<file path="src/rtl/lsc_pkg.sv">
/*
  Package for the per-channel signal-lost status combiner: register map over
  Avalon-MM, field positions, reset values and the condition carrier struct.
  Assumes a 32-bit Avalon-MM master with word addressing by byte address.
*/
package lsc_pkg;

  // ----------------------------------------------------------------------
  // Register map (byte addresses)
  // ----------------------------------------------------------------------
  localparam logic [3:0] lsc_addr_enable = 4'h0;
  localparam logic [3:0] lsc_addr_live = 4'h4;
  localparam logic [3:0] lsc_addr_irq_status = 4'h8;
  localparam logic [3:0] lsc_addr_irq_mask = 4'hC;
  localparam int lsc_addr_width = 4;

  // ----------------------------------------------------------------------
  // Field layout
  // ----------------------------------------------------------------------
  // Enable register: channel A in bits 5:0, channel B in bits 13:8.
  // Bit order within a channel follows lsc_cond_type.
  localparam int lsc_cond_width = 6;
  localparam int lsc_chan_b_lsb = 8;
  localparam int lsc_en_master = 0;
  // Live register: per channel bits 6:0 = cond bits then combined output.
  localparam int lsc_live_width = 7;
  localparam int lsc_live_out = 6;
  // Interrupt status: bit 0 channel A output rose, bit 1 channel B.
  localparam int lsc_irq_width = 2;
  localparam int lsc_irq_chan_a = 0;
  localparam int lsc_irq_chan_b = 1;

  // ----------------------------------------------------------------------
  // Reset values: everything off
  // ----------------------------------------------------------------------
  localparam logic [lsc_cond_width-1:0] lsc_en_reset = 6'h00;
  localparam logic [lsc_irq_width-1:0] lsc_mask_reset = 2'h0;
  localparam logic [31:0] lsc_read_unmapped = 32'h0000_0000;

  // Per-channel condition bundle, already in "bad is high" polarity.
  typedef struct packed {
    logic azero_not_done;
    logic gain_unlocked;
    logic decode_error;
    logic pll_unlocked;
    logic sync_lost;
    logic swing_low;
  } lsc_cond_type;

endpackage

</file>
<file path="src/rtl/lsc_sync.sv">
/*
  Two flip-flop level synchroniser, WIDTH bits wide.
  Assumes each bit is a slow level; no multi-bit coherence is promised.
*/
`timescale 1ns/1ps
module lsc_sync #(
  parameter int width = 6
) (
  input wire logic clk,
  input wire logic rst_b,
  input wire logic [width-1:0] async_in,
  output logic [width-1:0] sync_out
);

  logic [width-1:0] stage_one;

  // ----------------------------------------------------------------------
  // Synchroniser chain
  // ----------------------------------------------------------------------
  // First stage feeds only the second stage to bound metastability
  always_ff @(posedge clk or negedge rst_b) begin
    if (!rst_b) begin
      stage_one <= '0;
      sync_out <= '0;
    end else begin
      stage_one <= async_in;
      sync_out <= stage_one;
    end
  end

endmodule

</file>
<file path="src/rtl/lsc_combiner.sv">
/*
  Signal-lost status combiner for two channels. Merges detector and link
  health conditions per channel into one high-true status output, gated by
  software enables, and shows all of it over Avalon-MM with an interrupt.
  Assumes condition inputs are asynchronous levels from analog or other
  clock domains; they are synchronised here before use.
*/
// The Avalon-MM register port and the register offsets were decided locally.
`timescale 1ns/1ps

// Overview of operation
// - Channel output high when its low or high speed detector sees low swing.
// - Master output enable clears at reset; output stays low until set.
// - Every condition and combined output is readable over the register bus.
// - Enabled loss of channel sync is ORed into the channel output.
// - Enabled loss of PLL lock, either side, is ORed into output.
// - Enabled decode error, invalid code or disparity, is ORed into output.
// - Enabled inverted adaptive gain locked flag is ORed into output.
// - Enabled inverted auto-zero calibration done flag is ORed into output.
module lsc_combiner (
  input wire logic clk,
  input wire logic rst_b,
  // Avalon-MM slave
  input wire logic [lsc_pkg::lsc_addr_width-1:0] avs_address,
  input wire logic avs_read,
  input wire logic avs_write,
  input wire logic [31:0] avs_writedata,
  input wire logic [3:0] avs_byteenable,
  output logic [31:0] avs_readdata,
  output logic avs_waitrequest,
  output logic irq,
  // Channel A raw conditions
  input wire logic chan_a_low_speed_rx_input,
  input wire logic chan_a_high_speed_rx_input,
  input wire logic chan_a_sync_lost,
  input wire logic chan_a_ls_pll_unlocked,
  input wire logic chan_a_hs_pll_unlocked,
  input wire logic chan_a_invalid_code,
  input wire logic chan_a_disparity_error,
  input wire logic chan_a_gain_adapt_locked_flag,
  input wire logic chan_a_autozero_cal_done_flag,
  // Channel B raw conditions
  input wire logic chan_b_low_speed_rx_input,
  input wire logic chan_b_high_speed_rx_input,
  input wire logic chan_b_sync_lost,
  input wire logic chan_b_ls_pll_unlocked,
  input wire logic chan_b_hs_pll_unlocked,
  input wire logic chan_b_invalid_code,
  input wire logic chan_b_disparity_error,
  input wire logic chan_b_gain_adapt_locked_flag,
  input wire logic chan_b_autozero_cal_done_flag,
  // Status outputs
  output logic chan_a_signal_lost_out,
  output logic chan_b_signal_lost_out
);

  // ----------------------------------------------------------------------
  // Functions
  // ----------------------------------------------------------------------
  // Masked OR of one channel's conditions
  function automatic logic lsc_combine(input lsc_pkg::lsc_cond_type cond,
                                       input logic [lsc_pkg::lsc_cond_width-1:0] en);
    logic [lsc_pkg::lsc_cond_width-1:0] bits;
    bits = cond;
    return en[lsc_pkg::lsc_en_master] & (|(bits & en));
  endfunction

  // Byte-enable aware write merge
  function automatic logic [31:0] lsc_merge(input logic [31:0] old_val,
                                            input logic [31:0] new_val,
                                            input logic [3:0] be);
    logic [31:0] res;
    res = old_val;
    for (int i = 0; i < 4; i++) begin
      if (be[i]) begin
        res[i*8 +: 8] = new_val[i*8 +: 8];
      end
    end
    return res;
  endfunction

  // ----------------------------------------------------------------------
  // Condition gathering
  // ----------------------------------------------------------------------
  lsc_pkg::lsc_cond_type raw_a;
  lsc_pkg::lsc_cond_type raw_b;
  lsc_pkg::lsc_cond_type cond_a;
  lsc_pkg::lsc_cond_type cond_b;
  logic [lsc_pkg::lsc_cond_width-1:0] sync_a;
  logic [lsc_pkg::lsc_cond_width-1:0] sync_b;

  assign raw_a.swing_low = chan_a_low_speed_rx_input | chan_a_high_speed_rx_input;
  assign raw_b.swing_low = chan_b_low_speed_rx_input | chan_b_high_speed_rx_input;
  assign raw_a.sync_lost = chan_a_sync_lost;
  assign raw_b.sync_lost = chan_b_sync_lost;
  assign raw_a.pll_unlocked = chan_a_ls_pll_unlocked | chan_a_hs_pll_unlocked;
  assign raw_b.pll_unlocked = chan_b_ls_pll_unlocked | chan_b_hs_pll_unlocked;
  assign raw_a.decode_error = chan_a_invalid_code | chan_a_disparity_error;
  assign raw_b.decode_error = chan_b_invalid_code | chan_b_disparity_error;
  assign raw_a.gain_unlocked = ~chan_a_gain_adapt_locked_flag;
  assign raw_b.gain_unlocked = ~chan_b_gain_adapt_locked_flag;
  assign raw_a.azero_not_done = ~chan_a_autozero_cal_done_flag;
  assign raw_b.azero_not_done = ~chan_b_autozero_cal_done_flag;

  // Merging before the synchroniser is safe: each term is only a level
  lsc_sync #(
    .width(lsc_pkg::lsc_cond_width)
  ) u_sync_a (
    .clk(clk),
    .rst_b(rst_b),
    .async_in(raw_a),
    .sync_out(sync_a)
  );

  lsc_sync #(
    .width(lsc_pkg::lsc_cond_width)
  ) u_sync_b (
    .clk(clk),
    .rst_b(rst_b),
    .async_in(raw_b),
    .sync_out(sync_b)
  );

  assign cond_a = sync_a;
  assign cond_b = sync_b;

  // ----------------------------------------------------------------------
  // Registers
  // ----------------------------------------------------------------------
  logic [lsc_pkg::lsc_cond_width-1:0] enable_a;
  logic [lsc_pkg::lsc_cond_width-1:0] enable_b;
  logic [lsc_pkg::lsc_irq_width-1:0] irq_status;
  logic [lsc_pkg::lsc_irq_width-1:0] irq_mask;
  logic out_a_prev;
  logic out_b_prev;

  // Bus decode; one wait cycle so read data comes from a flop
  logic access;
  logic ack;
  logic wr_en;
  logic wr_live_ignored;
  logic wr_irq_status;
  logic wr_irq_mask;
  logic [31:0] enable_word;
  logic [31:0] enable_merged;
  logic [31:0] wdata_be;
  logic [31:0] next_readdata;

  // Writes land in the acknowledge cycle, at the edge where waitrequest is low,
  // so a master that aborts during the wait cycle leaves no trace
  assign access = avs_read | avs_write;
  assign avs_waitrequest = access & ~ack;
  assign wr_en = avs_write & ack & (avs_address == lsc_pkg::lsc_addr_enable);
  assign wr_live_ignored = avs_write & (avs_address == lsc_pkg::lsc_addr_live);
  assign wr_irq_status = avs_write & ack & (avs_address == lsc_pkg::lsc_addr_irq_status);
  assign wr_irq_mask = avs_write & ack & (avs_address == lsc_pkg::lsc_addr_irq_mask);
  assign wdata_be = lsc_merge(32'h0000_0000, avs_writedata, avs_byteenable);

  assign enable_word = {18'h00000, enable_b, 2'h0, enable_a};
  assign enable_merged = lsc_merge(enable_word, avs_writedata, avs_byteenable);

  // ----------------------------------------------------------------------
  // Combined outputs
  // ----------------------------------------------------------------------
  logic next_out_a;
  logic next_out_b;

  assign next_out_a = lsc_combine(cond_a, enable_a);
  assign next_out_b = lsc_combine(cond_b, enable_b);

  // Status pins are registered so they never glitch between conditions
  always_ff @(posedge clk or negedge rst_b) begin
    if (!rst_b) begin
      chan_a_signal_lost_out <= 1'b0;
      chan_b_signal_lost_out <= 1'b0;
      out_a_prev <= 1'b0;
      out_b_prev <= 1'b0;
    end else begin
      chan_a_signal_lost_out <= next_out_a;
      chan_b_signal_lost_out <= next_out_b;
      out_a_prev <= chan_a_signal_lost_out;
      out_b_prev <= chan_b_signal_lost_out;
    end
  end

  // ----------------------------------------------------------------------
  // Enable and mask registers
  // ----------------------------------------------------------------------
  // enables clear at reset
  always_ff @(posedge clk or negedge rst_b) begin
    if (!rst_b) begin
      enable_a <= lsc_pkg::lsc_en_reset;
      enable_b <= lsc_pkg::lsc_en_reset;
      irq_mask <= lsc_pkg::lsc_mask_reset;
    end else begin
      if (wr_en) begin
        enable_a <= enable_merged[lsc_pkg::lsc_cond_width-1:0];
        enable_b <= enable_merged[lsc_pkg::lsc_chan_b_lsb +: lsc_pkg::lsc_cond_width];
      end
      if (wr_irq_mask) begin
        irq_mask <= wdata_be[lsc_pkg::lsc_irq_width-1:0];
      end
    end
  end

  // ----------------------------------------------------------------------
  // Interrupt status
  // ----------------------------------------------------------------------
  logic [lsc_pkg::lsc_irq_width-1:0] rise;
  logic [lsc_pkg::lsc_irq_width-1:0] clr;
  logic [lsc_pkg::lsc_irq_width-1:0] next_irq_status;

  assign rise[lsc_pkg::lsc_irq_chan_a] = chan_a_signal_lost_out & ~out_a_prev;
  assign rise[lsc_pkg::lsc_irq_chan_b] = chan_b_signal_lost_out & ~out_b_prev;
  assign clr = wr_irq_status ? wdata_be[lsc_pkg::lsc_irq_width-1:0] : '0;
  // A rise in the clearing cycle survives: set has priority over clear
  assign next_irq_status = (irq_status & ~clr) | rise;

  always_ff @(posedge clk or negedge rst_b) begin
    if (!rst_b) begin
      irq_status <= '0;
      irq <= 1'b0;
    end else begin
      irq_status <= next_irq_status;
      irq <= |(next_irq_status & irq_mask);
    end
  end

  // ----------------------------------------------------------------------
  // Read path
  // ----------------------------------------------------------------------
  logic [31:0] live_word;
  logic [lsc_pkg::lsc_live_width-1:0] live_a;
  logic [lsc_pkg::lsc_live_width-1:0] live_b;

  assign live_a = {chan_a_signal_lost_out, sync_a};
  assign live_b = {chan_b_signal_lost_out, sync_b};
  assign live_word = {17'h00000, live_b, 1'b0, live_a};

  assign next_readdata =
    (avs_address == lsc_pkg::lsc_addr_enable) ? enable_word :
    (avs_address == lsc_pkg::lsc_addr_live) ? live_word :
    (avs_address == lsc_pkg::lsc_addr_irq_status) ? {30'h00000000, irq_status} :
    (avs_address == lsc_pkg::lsc_addr_irq_mask) ? {30'h00000000, irq_mask} :
    lsc_pkg::lsc_read_unmapped;

  // Ack toggles one cycle after a request; read data latched in same edge
  always_ff @(posedge clk or negedge rst_b) begin
    if (!rst_b) begin
      ack <= 1'b0;
      avs_readdata <= '0;
    end else begin
      ack <= access & ~ack;
      if (avs_read & ~ack) begin
        avs_readdata <= next_readdata;
      end
    end
  end

  // Live register is read-only; writes to it are accepted and dropped
  logic unused_ok;
  assign unused_ok = wr_live_ignored;

endmodule

</file>
<file path="config.mk">
export PLATFORM = sky130hd
export DESIGN_NAME = lsc_combiner
export DESIGN_NICKNAME = d
export VERILOG_FILES = /design/src/rtl/lsc_pkg.sv /design/src/rtl/lsc_sync.sv /design/src/rtl/lsc_combiner.sv
export SDC_FILE = /design/constraint.sdc
export NUM_CORES = 1
export LEC_CHECK = 0
export ABC_AREA = 1
export CAP_MARGIN = 5
export CORE_MARGIN = 1.5
export CORE_UTILIZATION = 42
export DETAILED_ROUTE_END_ITERATION = 7
export DONT_BUFFER_PORTS = 1
export SLEW_MARGIN = 20
export SYNTH_ARGS = -nofsm -noshare
export SYNTH_HDL_FRONTEND = slang
export SYNTH_HIERARCHICAL = 1
export SYNTH_SLANG_ARGS = --single-unit
</file>
<file path="constraint.sdc">
create_clock -name clk -period 1 [get_ports clk]
set_clock_uncertainty 0.05 [all_clocks]
set_input_delay 0.05 -clock clk [delete_from_list [all_inputs] [get_ports clk]]
set_output_delay 0.05 -clock clk [all_outputs]
set_load 0.005 [all_outputs]
</file>
## Word level (Yosys, flattened, before mapping)

Cells that the tools add are included.

| word-level totals | value |
|---|---|
| bits in registers | 78 |
| input bits | 62 |
| output and inout bits | 36 |
| logic and storage cells | 60 |

| operators by class | value |
|---|---|
| eq/ne operators | 3 |
| muxes and demuxes | 6 |
| bitwise gates (word level) | 30 |
| reductions and logical operators | 6 |

Operators with widths:

| operator | number |
|---|---|
| 15-bit 2-to-1 mux | 2 |
| 6-bit bitwise AND | 2 |
| 6-bit OR reduction | 2 |
| 1-bit bitwise AND | 10 |
| 4-bit == test, second input constant | 2 |
| 2-bit 2-to-1 mux | 4 |
| 1-bit NOT | 7 |
| 1-bit bitwise OR | 7 |
| 2-bit bitwise AND | 2 |
| 4-bit by 3-bit == test with 1-bit output, second input constant | 1 |
| 4-bit logical NOT | 1 |
| 2-bit AND reduction | 2 |
| 2-bit NOT | 1 |
| 2-bit bitwise OR | 1 |
| 2-bit OR reduction | 1 |

## Depth between registers and ports, before layout

Gate-level depths: netlist of the first run.

| depth | value |
|---|---|
| depth after elaboration | 8 |
| gate-level depth with buffers | 8 |
| gate-level depth less buffers | 8 |

## Hierarchy

Netlist of the first run, hierarchy kept.

Modules (own cells, without submodules):

| module | times used | cells an instance | area each (um^2) | seq. area each (um^2) |
|---|---|---|---|---|
| lsc_combiner | 1 | 227 | 1,870.5 | 900.9 |
| lsc_sync | 2 | 12 | 300.3 | 300.3 |

## Worst setup path before layout of the first run

Ideal clock, no wire load.

| timing | value |
|---|---|
| path kind | reg2reg |
| start point | register ack |
| end point | register avs_readdata[10] |
| library setup time | 135 ps |
| data arrival time | 924 ps |
| required time | 815 ps |
| path slack | -108 ps |
| stages on the path, launching flop included | 4 |
| path buffers | 1 |
| clock period less this slack | 1,108 ps |
| path through | dfrtp_1 -> nor2_1 -> clkbuf_1 -> a31oi_1 |

| on the way | value |
|---|---|
| longest elaborated chain between the ends | 2 |

Ends and longest elaborated chain:

| item | line | source |
|---|---|---|
| start: declaration | lsc_combiner.sv:139 | `logic ack;` |
| start signal: assignment | lsc_combiner.sv:253 | `ack <= access & ~ack;` |
| 1-bit NOT | lsc_combiner.sv:254 | `if (avs_read & ~ack) begin` |
| 1-bit bitwise AND | lsc_combiner.sv:254 |  |
| end signal: assignment | lsc_combiner.sv:255 | `avs_readdata <= next_readdata;` |
| end: declaration | lsc_combiner.sv:29 | `output logic [31:0] avs_readdata,` |

No other way between the ends.
A chain may end at the register's enable or synchronous reset.

## Worst setup path after layout of the first run

| timing | value |
|---|---|
| start point | register ack |
| end point | output avs_waitrequest |

| on the way | value |
|---|---|
| longest elaborated chain between the ends | 2 |

Ends and longest elaborated chain:

| item | line | source |
|---|---|---|
| 1-bit NOT | lsc_combiner.sv:152 | `assign avs_waitrequest = access & ~ack;` |
| 1-bit bitwise AND | lsc_combiner.sv:152 |  |
| end: declaration | lsc_combiner.sv:30 | `output logic avs_waitrequest,` |

No other way between the ends.

==> metrics.cfg, run 1 <==
[critical_path]
crit_type = reg2out
cp_num_cells = 2
worstPathRequired_ns = 0.90
ff2ff_path_depth = 4
critPathMaxFanout = 3
cp-end-kind = primary output
slowest_delay_ns = 0.45
critPathSlowestCell = dfrtp_2
critPathLaunchType = flop
crit_chain = buf_4 > nor2_4
worst_ep_arrival_time_ns = 1.03
critical-path-top-delay-family = flip-flops
cp.buffers_inverters = 1

[synthesis]
synthSimpleGateAreaFrac = 0.2349
synthXorXnorAreaFrac = 0
yosysSeqAreaShare = 0.6076
synth-compound-area-share = 0.06228
yosys_register_bits = 60
muxShareOfSynthArea = 0
syn_inst = 251
yosys_warnings = 6
netlist_top_cells_area = dfrtp_1 61%, nand2_1 8.5%, buf_4 5.5%
yosysUniqueCellTypes = 20
syn_avg_cell_area_um2 = 9.845
yosysTopAreaCell = dfrtp_1
yosys.area_share.adder = 0
netlist_area_um2 = 2471
synth_top_family_by_area = simple AND/OR/NAND/NOR gates
synth_top_area_share = 0.6076

[sta]
max_freq_ghz = 0.8856
setup_viol = 25
rsz0062_at_grt = true
fin_crit_sh = 1.129
fin_ws_ns = -0.1292
hold_viol_final = 60
finalSetupTns_ns = -1.944
holdWs_ns = -0.6447
maxSlewViolCount = 0
min_period_ns = 1.129

[routing]
dr.pass1.iters = 4
viasPerCell = 4.635
drt_iter0_drc = 88
ant_nets = 0
post_drt_wl_per_cell_um = 12.76
drc_errors = 0
routed_wl_mm = 4.926
vias = 1789

[cts]
cts_buffer_depth = 2
clk_latency_ns = 0.33
tritoncts = yes
clock_sinks = 60
cts_root_buffer = clkbuf_8
numCtsBuffers = 9
path_clk_slew_ns = 0.07
h-tree-depth = 3

[grt]
use_met1 = 0.2242
overflow = 0
grt_pass1_vias = 1689
grt_use_total = 0.1705
antenna_found_initial = 0
grt_pass1_wl_mm = 8.052
grt_util_met3 = 0.05029
grt_max_degree = 61
busiest_layer = met2
met2_usage = 0.2610

[cells_and_area]
n_antenna_cell = 0
area_growth_syn_to_layout_pct = 31.29
drive_above_1_share = 0.2006
nNetsFinal = 371

[power]
power_w = 0.005626
p_leak_nw = 1.577
peakVddDrop_mv = 0.7793
power_density_nw_per_um2 = 1734

[floorplan]
die-area_um2 = 6353
chipWidth_um = 79.71
die_h_um = 79.71
rows = 27
fp.coreArea_um2 = 5608
start_util = 0.4407
ios = 98

[job]
drv_cap = 0

[run_status]
status = finished with violations
violations = hold timing, setup timing

[min_path]
hold_path.class = in2async

[placed_design]
gp_congestion = 0.8332
io_buffers = 0
dp_hpwl_mm = 3.270

==> layer usage <==
layer,wire [um],up-vias
met2,2343,72
met5,0,-
li1,-,882
met1,2207,831
met3,331,4
met4,43,0
==> report_power, final <==
part	switching [W]	internal, W	total [W]	leakage [nW]
combinational	0.000311	0.000325	0.000636	0.788
sequential	0.000168	0.00268	0.00285	0.702
clock	0.000988	0.00116	0.00214	0.0877
total	0.00147	0.00416	0.00563	1.58
==> repair_timing <==
action | 4_1_cts | 5_1_grt
hold buffers | 37 | 2
gates resized for setup | 8 | 21
gates cloned | 0 | 1
hold endpoints to repair | 96 | 72
pin swaps | 1 | 2
endpoints found under the setup margin | 31 | 33
setup buffers | 1 | 1
==> state kept, by name, summed over array words and instances, names as in the netlist <==
register,count
chan_b_signal_lost_out,1
out_a_prev,1
u_sync_a/sync_out,6
irq,1
enable_b,6
irq_status,2
chan_a_signal_lost_out,1
out_b_prev,1
enable_a,6
u_sync_a/stage_one,6
avs_readdata,14
ack,1
u_sync_b/sync_out,6
u_sync_b/stage_one,6
irq_mask,2
==> area by class of cell <==
| type | count | area, um^2 |
|---|---|---|
| fill | 485 | 2364 |
| sequential | 60 | 1503 |
| clock inverter | 7 | 77.57 |
| clock buffer | 9 | 123.9 |
| multi-input combinational | 166 | 870.8 |
| inverter | 22 | 82.58 |
| timing repair buffer | 50 | 496.7 |
| tap | 72 | 90.09 |
==> cells in the final DEF (no fill, tap or decap), drive strengths merged <==
master,netlist,routed
buf,20,11
bufinv,0,1
nand3,27,27
nor2,27,27
conb,1,18
clkbuf,1,9
or2,8,8
o22ai,4,4
clkinv,0,2
a31oi,8,8
dlymetal6s4s,0,2
o21ai,4,4
inv,22,22
a21oi,8,8
clkinvlp,0,4
dlygate4sd3,0,37
o31ai,2,2
dfrtp,60,60
nand2,59,60
==> cell usage after synthesis <==
master	count
dfrtp_1	60
nand2_1	56
nand3_1	27
inv_1	22
nor2_1	22
buf_4	18
a31oi_1	8
or2_2	8
a21oi_1	7
o21ai_0	4
o22ai_1	4
nand2_4	3
buf_2	2
nor2_4	2
nor2_8	2
o31ai_1	2
a21oi_2	1
clkbuf_1	1
conb_1	1
nor2_2	1
==> kinds of logic after synthesis <==
| group | Yosys count |
|---|---|
| compound gates | 26 |
| buf+inv | 43 |
| flops | 60 |
| other cells | 1 |
| simple gates | 121 |
==> per-stage QoR <==
step           std cells  setup slack, ns  cell area [um^2]  utilization
2_1_floorplan        268         -0.01744              2547            -
3_3_place_gp         329         -0.09456              2556       0.4558
3_5_place_dp         329          -0.1455              2556       0.4558
4_1_cts              382          -0.1290              3154       0.5625
5_1_grt              386          -0.1814              3244       0.5785
6_report             386          -0.1292              3244       0.5785
==> final timing paths <==
| check | start | to | slack, ns |
|---|---|---|---|
| setup / recovery | ack$_DFF_PN0_ | avs_waitrequest | -0.13 |
| hold / removal | rst_b | irq_status[0]$_DFF_PN0_ | -0.64 |
| setup reg to reg | ack$_DFF_PN0_ | avs_readdata[8]$_DFFE_PN0P_ | -0.10 |
| hold reg to reg | u_sync_a/stage_one[4]$_DFF_PN0_ | u_sync_a/sync_out[4]$_DFF_PN0_ | 0.30 |
| max in group asynchronous | rst_b | out_b_prev$_DFF_PN0_ | 1.43 |
| min in group clk | avs_address[0] | enable_a[0]$_DFFE_PN0P_ | 0.01 |
No activity file was read; power rests on OpenSTA's default activity.
==> run 2: changes to the inputs <==
--- a/config.mk
+++ b/config.mk
@@ -7,12 +7,13 @@
 export LEC_CHECK = 0
 export ABC_AREA = 1
 export CAP_MARGIN = 5
+export CORE_ASPECT_RATIO = 1.25
 export CORE_MARGIN = 1.5
 export CORE_UTILIZATION = 42
 export DETAILED_ROUTE_END_ITERATION = 7
 export DONT_BUFFER_PORTS = 1
-export SLEW_MARGIN = 20
 export SYNTH_ARGS = -nofsm -noshare
 export SYNTH_HDL_FRONTEND = slang
 export SYNTH_HIERARCHICAL = 1
 export SYNTH_SLANG_ARGS = --single-unit
+export TNS_END_PERCENT = 10
==> metrics.cfg, run 2 (synthesized netlist as in run 1, its figures left out) <==
[run_status]
status = finished with violations
violations = DRC, hold timing, setup timing

[critical_path]
slowest_delay_ns = 0.42
cp.buffers_inverters = 0
crit_type = reg2reg
worst_ep_arrival_time_ns = 1.28
critPathLaunchType = flop
critPathMaxFanout = 9
cp-end-kind = flop
worst_path_most_repeated_cell = nand2_4
crit_chain = nand2_4 > nor2_8 > nand2_4 > nor2_1 > a21oi_1
worstPathRequired_ns = 1.16
critical-path-top-delay-family = simple AND/OR/NAND/NOR gates
critPathSlowestCell = dfrtp_2

[sta]
maxSlewViolCount = 0
setup_viol = 28
hold_viol_final = 62
holdWs_ns = -0.6382
fin_crit_sh = 1.117
finalSetupTns_ns = -1.909
max_freq_ghz = 0.8950
min_period_ns = 1.117
rsz0062_at_grt = true
fin_ws_ns = -0.1173

[min_path]
hold_path.class = in2async

[grt]
overflow = 0
grt_use_total = 0.1609
grt_pass1_vias = 1764
grt_max_degree = 61
antenna_found_initial = 0
grt_pass1_wl_mm = 7.748

[routing]
drt_iter0_drc = 86
dr.pass1.iters = 6
ant_nets = 0
vias = 1751
post_drt_wl_per_cell_um = 12.54
routed_wl_mm = 4.729
viasPerCell = 4.645
drc_errors = 4

[cells_and_area]
nNetsFinal = 368
multi_input_area_um2 = 832.0
largest_register_ffs = 14
fin_cells = 377
fillers = 524
layout_common_cells = 59 x dfrtp_1, 54 x nand2_1, 35 x dlygate4sd3_1, 27 x nand3_1
area_growth_syn_to_layout_pct = 30.84
top_register = avs_readdata
seq_area_um2 = 1503
final_core_util = 0.5632
final_common_cell = dfrtp_1
n_antenna_cell = 0
drive_above_1_share = 0.1704
final_area_um2 = 3233

[floorplan]
start_util = 0.4305
ios = 98
chipWidth_um = 71.61
die-area_um2 = 6356
rows = 31
fp.coreArea_um2 = 5741
die_h_um = 88.76

[power]
power_density_nw_per_um2 = 1902
peakVddDrop_mv = 0.8102
p_leak_nw = 1.596

[placed_design]
dpl_cell_area_um2 = 2569
dpl.cell_count = 324
gp_congestion = 0.8720
dp_hpwl_mm = 3.246
io_buffers = 0
dp_slack_ns = -0.1481

[cts]
numCtsBuffers = 9
path_clk_slew_ns = 0.07
cts_root_buffer = clkbuf_8
postCtsHoldBufs = 36
h-tree-depth = 3
tritoncts = yes
clock_sinks = 60
clk_latency_ns = 0.33
cts_buffer_depth = 2

[job]
drv_cap = 0

[run 2: per-stage QoR]
stage          power, W  hold slack (ns)
6_report       0.006150          -0.6382
3_5_place_dp   0.003344          -0.2943
5_1_grt        0.006447          -0.6621
3_3_place_gp   0.003326          -0.2943
2_1_floorplan  0.003234          -0.2956
4_1_cts        0.006182          -0.6570
[run 2: cell type report]
type | count | share of cell area
flip-flops and latches | 60 | 0.4648
clock inverters | 4 | 0.02941
clock buffers | 12 | 0.04799
multi-input cells | 165 | 0.2574
repair buffers | 48 | 0.1486
well taps | 66 | 0.02554
inverters | 22 | 0.02632
[run 2: per-layer routing]
layer	vias up	routed length, um	track usage
met3	10	248	0.03417
met4	0	107	0.1029
li1	879	-	-
met1	803	2043	0.1956
met2	59	2330	0.2601
met5	-	0	0
[run 2: repair_timing]
action,CTS,global route
setup buffers,0,1
hold endpoints to repair,95,60
gates resized for setup,0,15
pin swaps,0,4
endpoints found under the setup margin,32,32
[run 2: power by group]
| part | leakage [nW] | switching [W] | internal [W] |
|---|---|---|---|
| logic | 0.767 | 0.000302 | 0.000314 |
| registers | 0.702 | 0.000159 | 0.00268 |
| clock network | 0.127 | 0.000905 | 0.00179 |
[run 2: worst paths after layout]
path	startpoint	end	slack, ns	depth (start not counted)
min in group clk	avs_address[2]	irq_mask[0]$_DFFE_PN0P_	-0.01	4
setup reg to reg	ack$_DFF_PN0_	enable_a[3]$_DFFE_PN0P_	-0.12	5
hold reg to reg	u_sync_a/stage_one[1]$_DFF_PN0_	u_sync_a/sync_out[1]$_DFF_PN0_	0.30	0
max in group asynchronous	rst_b	ack$_DFF_PN0_	1.44	0
setup / recovery	ack$_DFF_PN0_	enable_a[3]$_DFFE_PN0P_	-0.12	5
hold / removal	rst_b	out_a_prev$_DFF_PN0_	-0.64	0
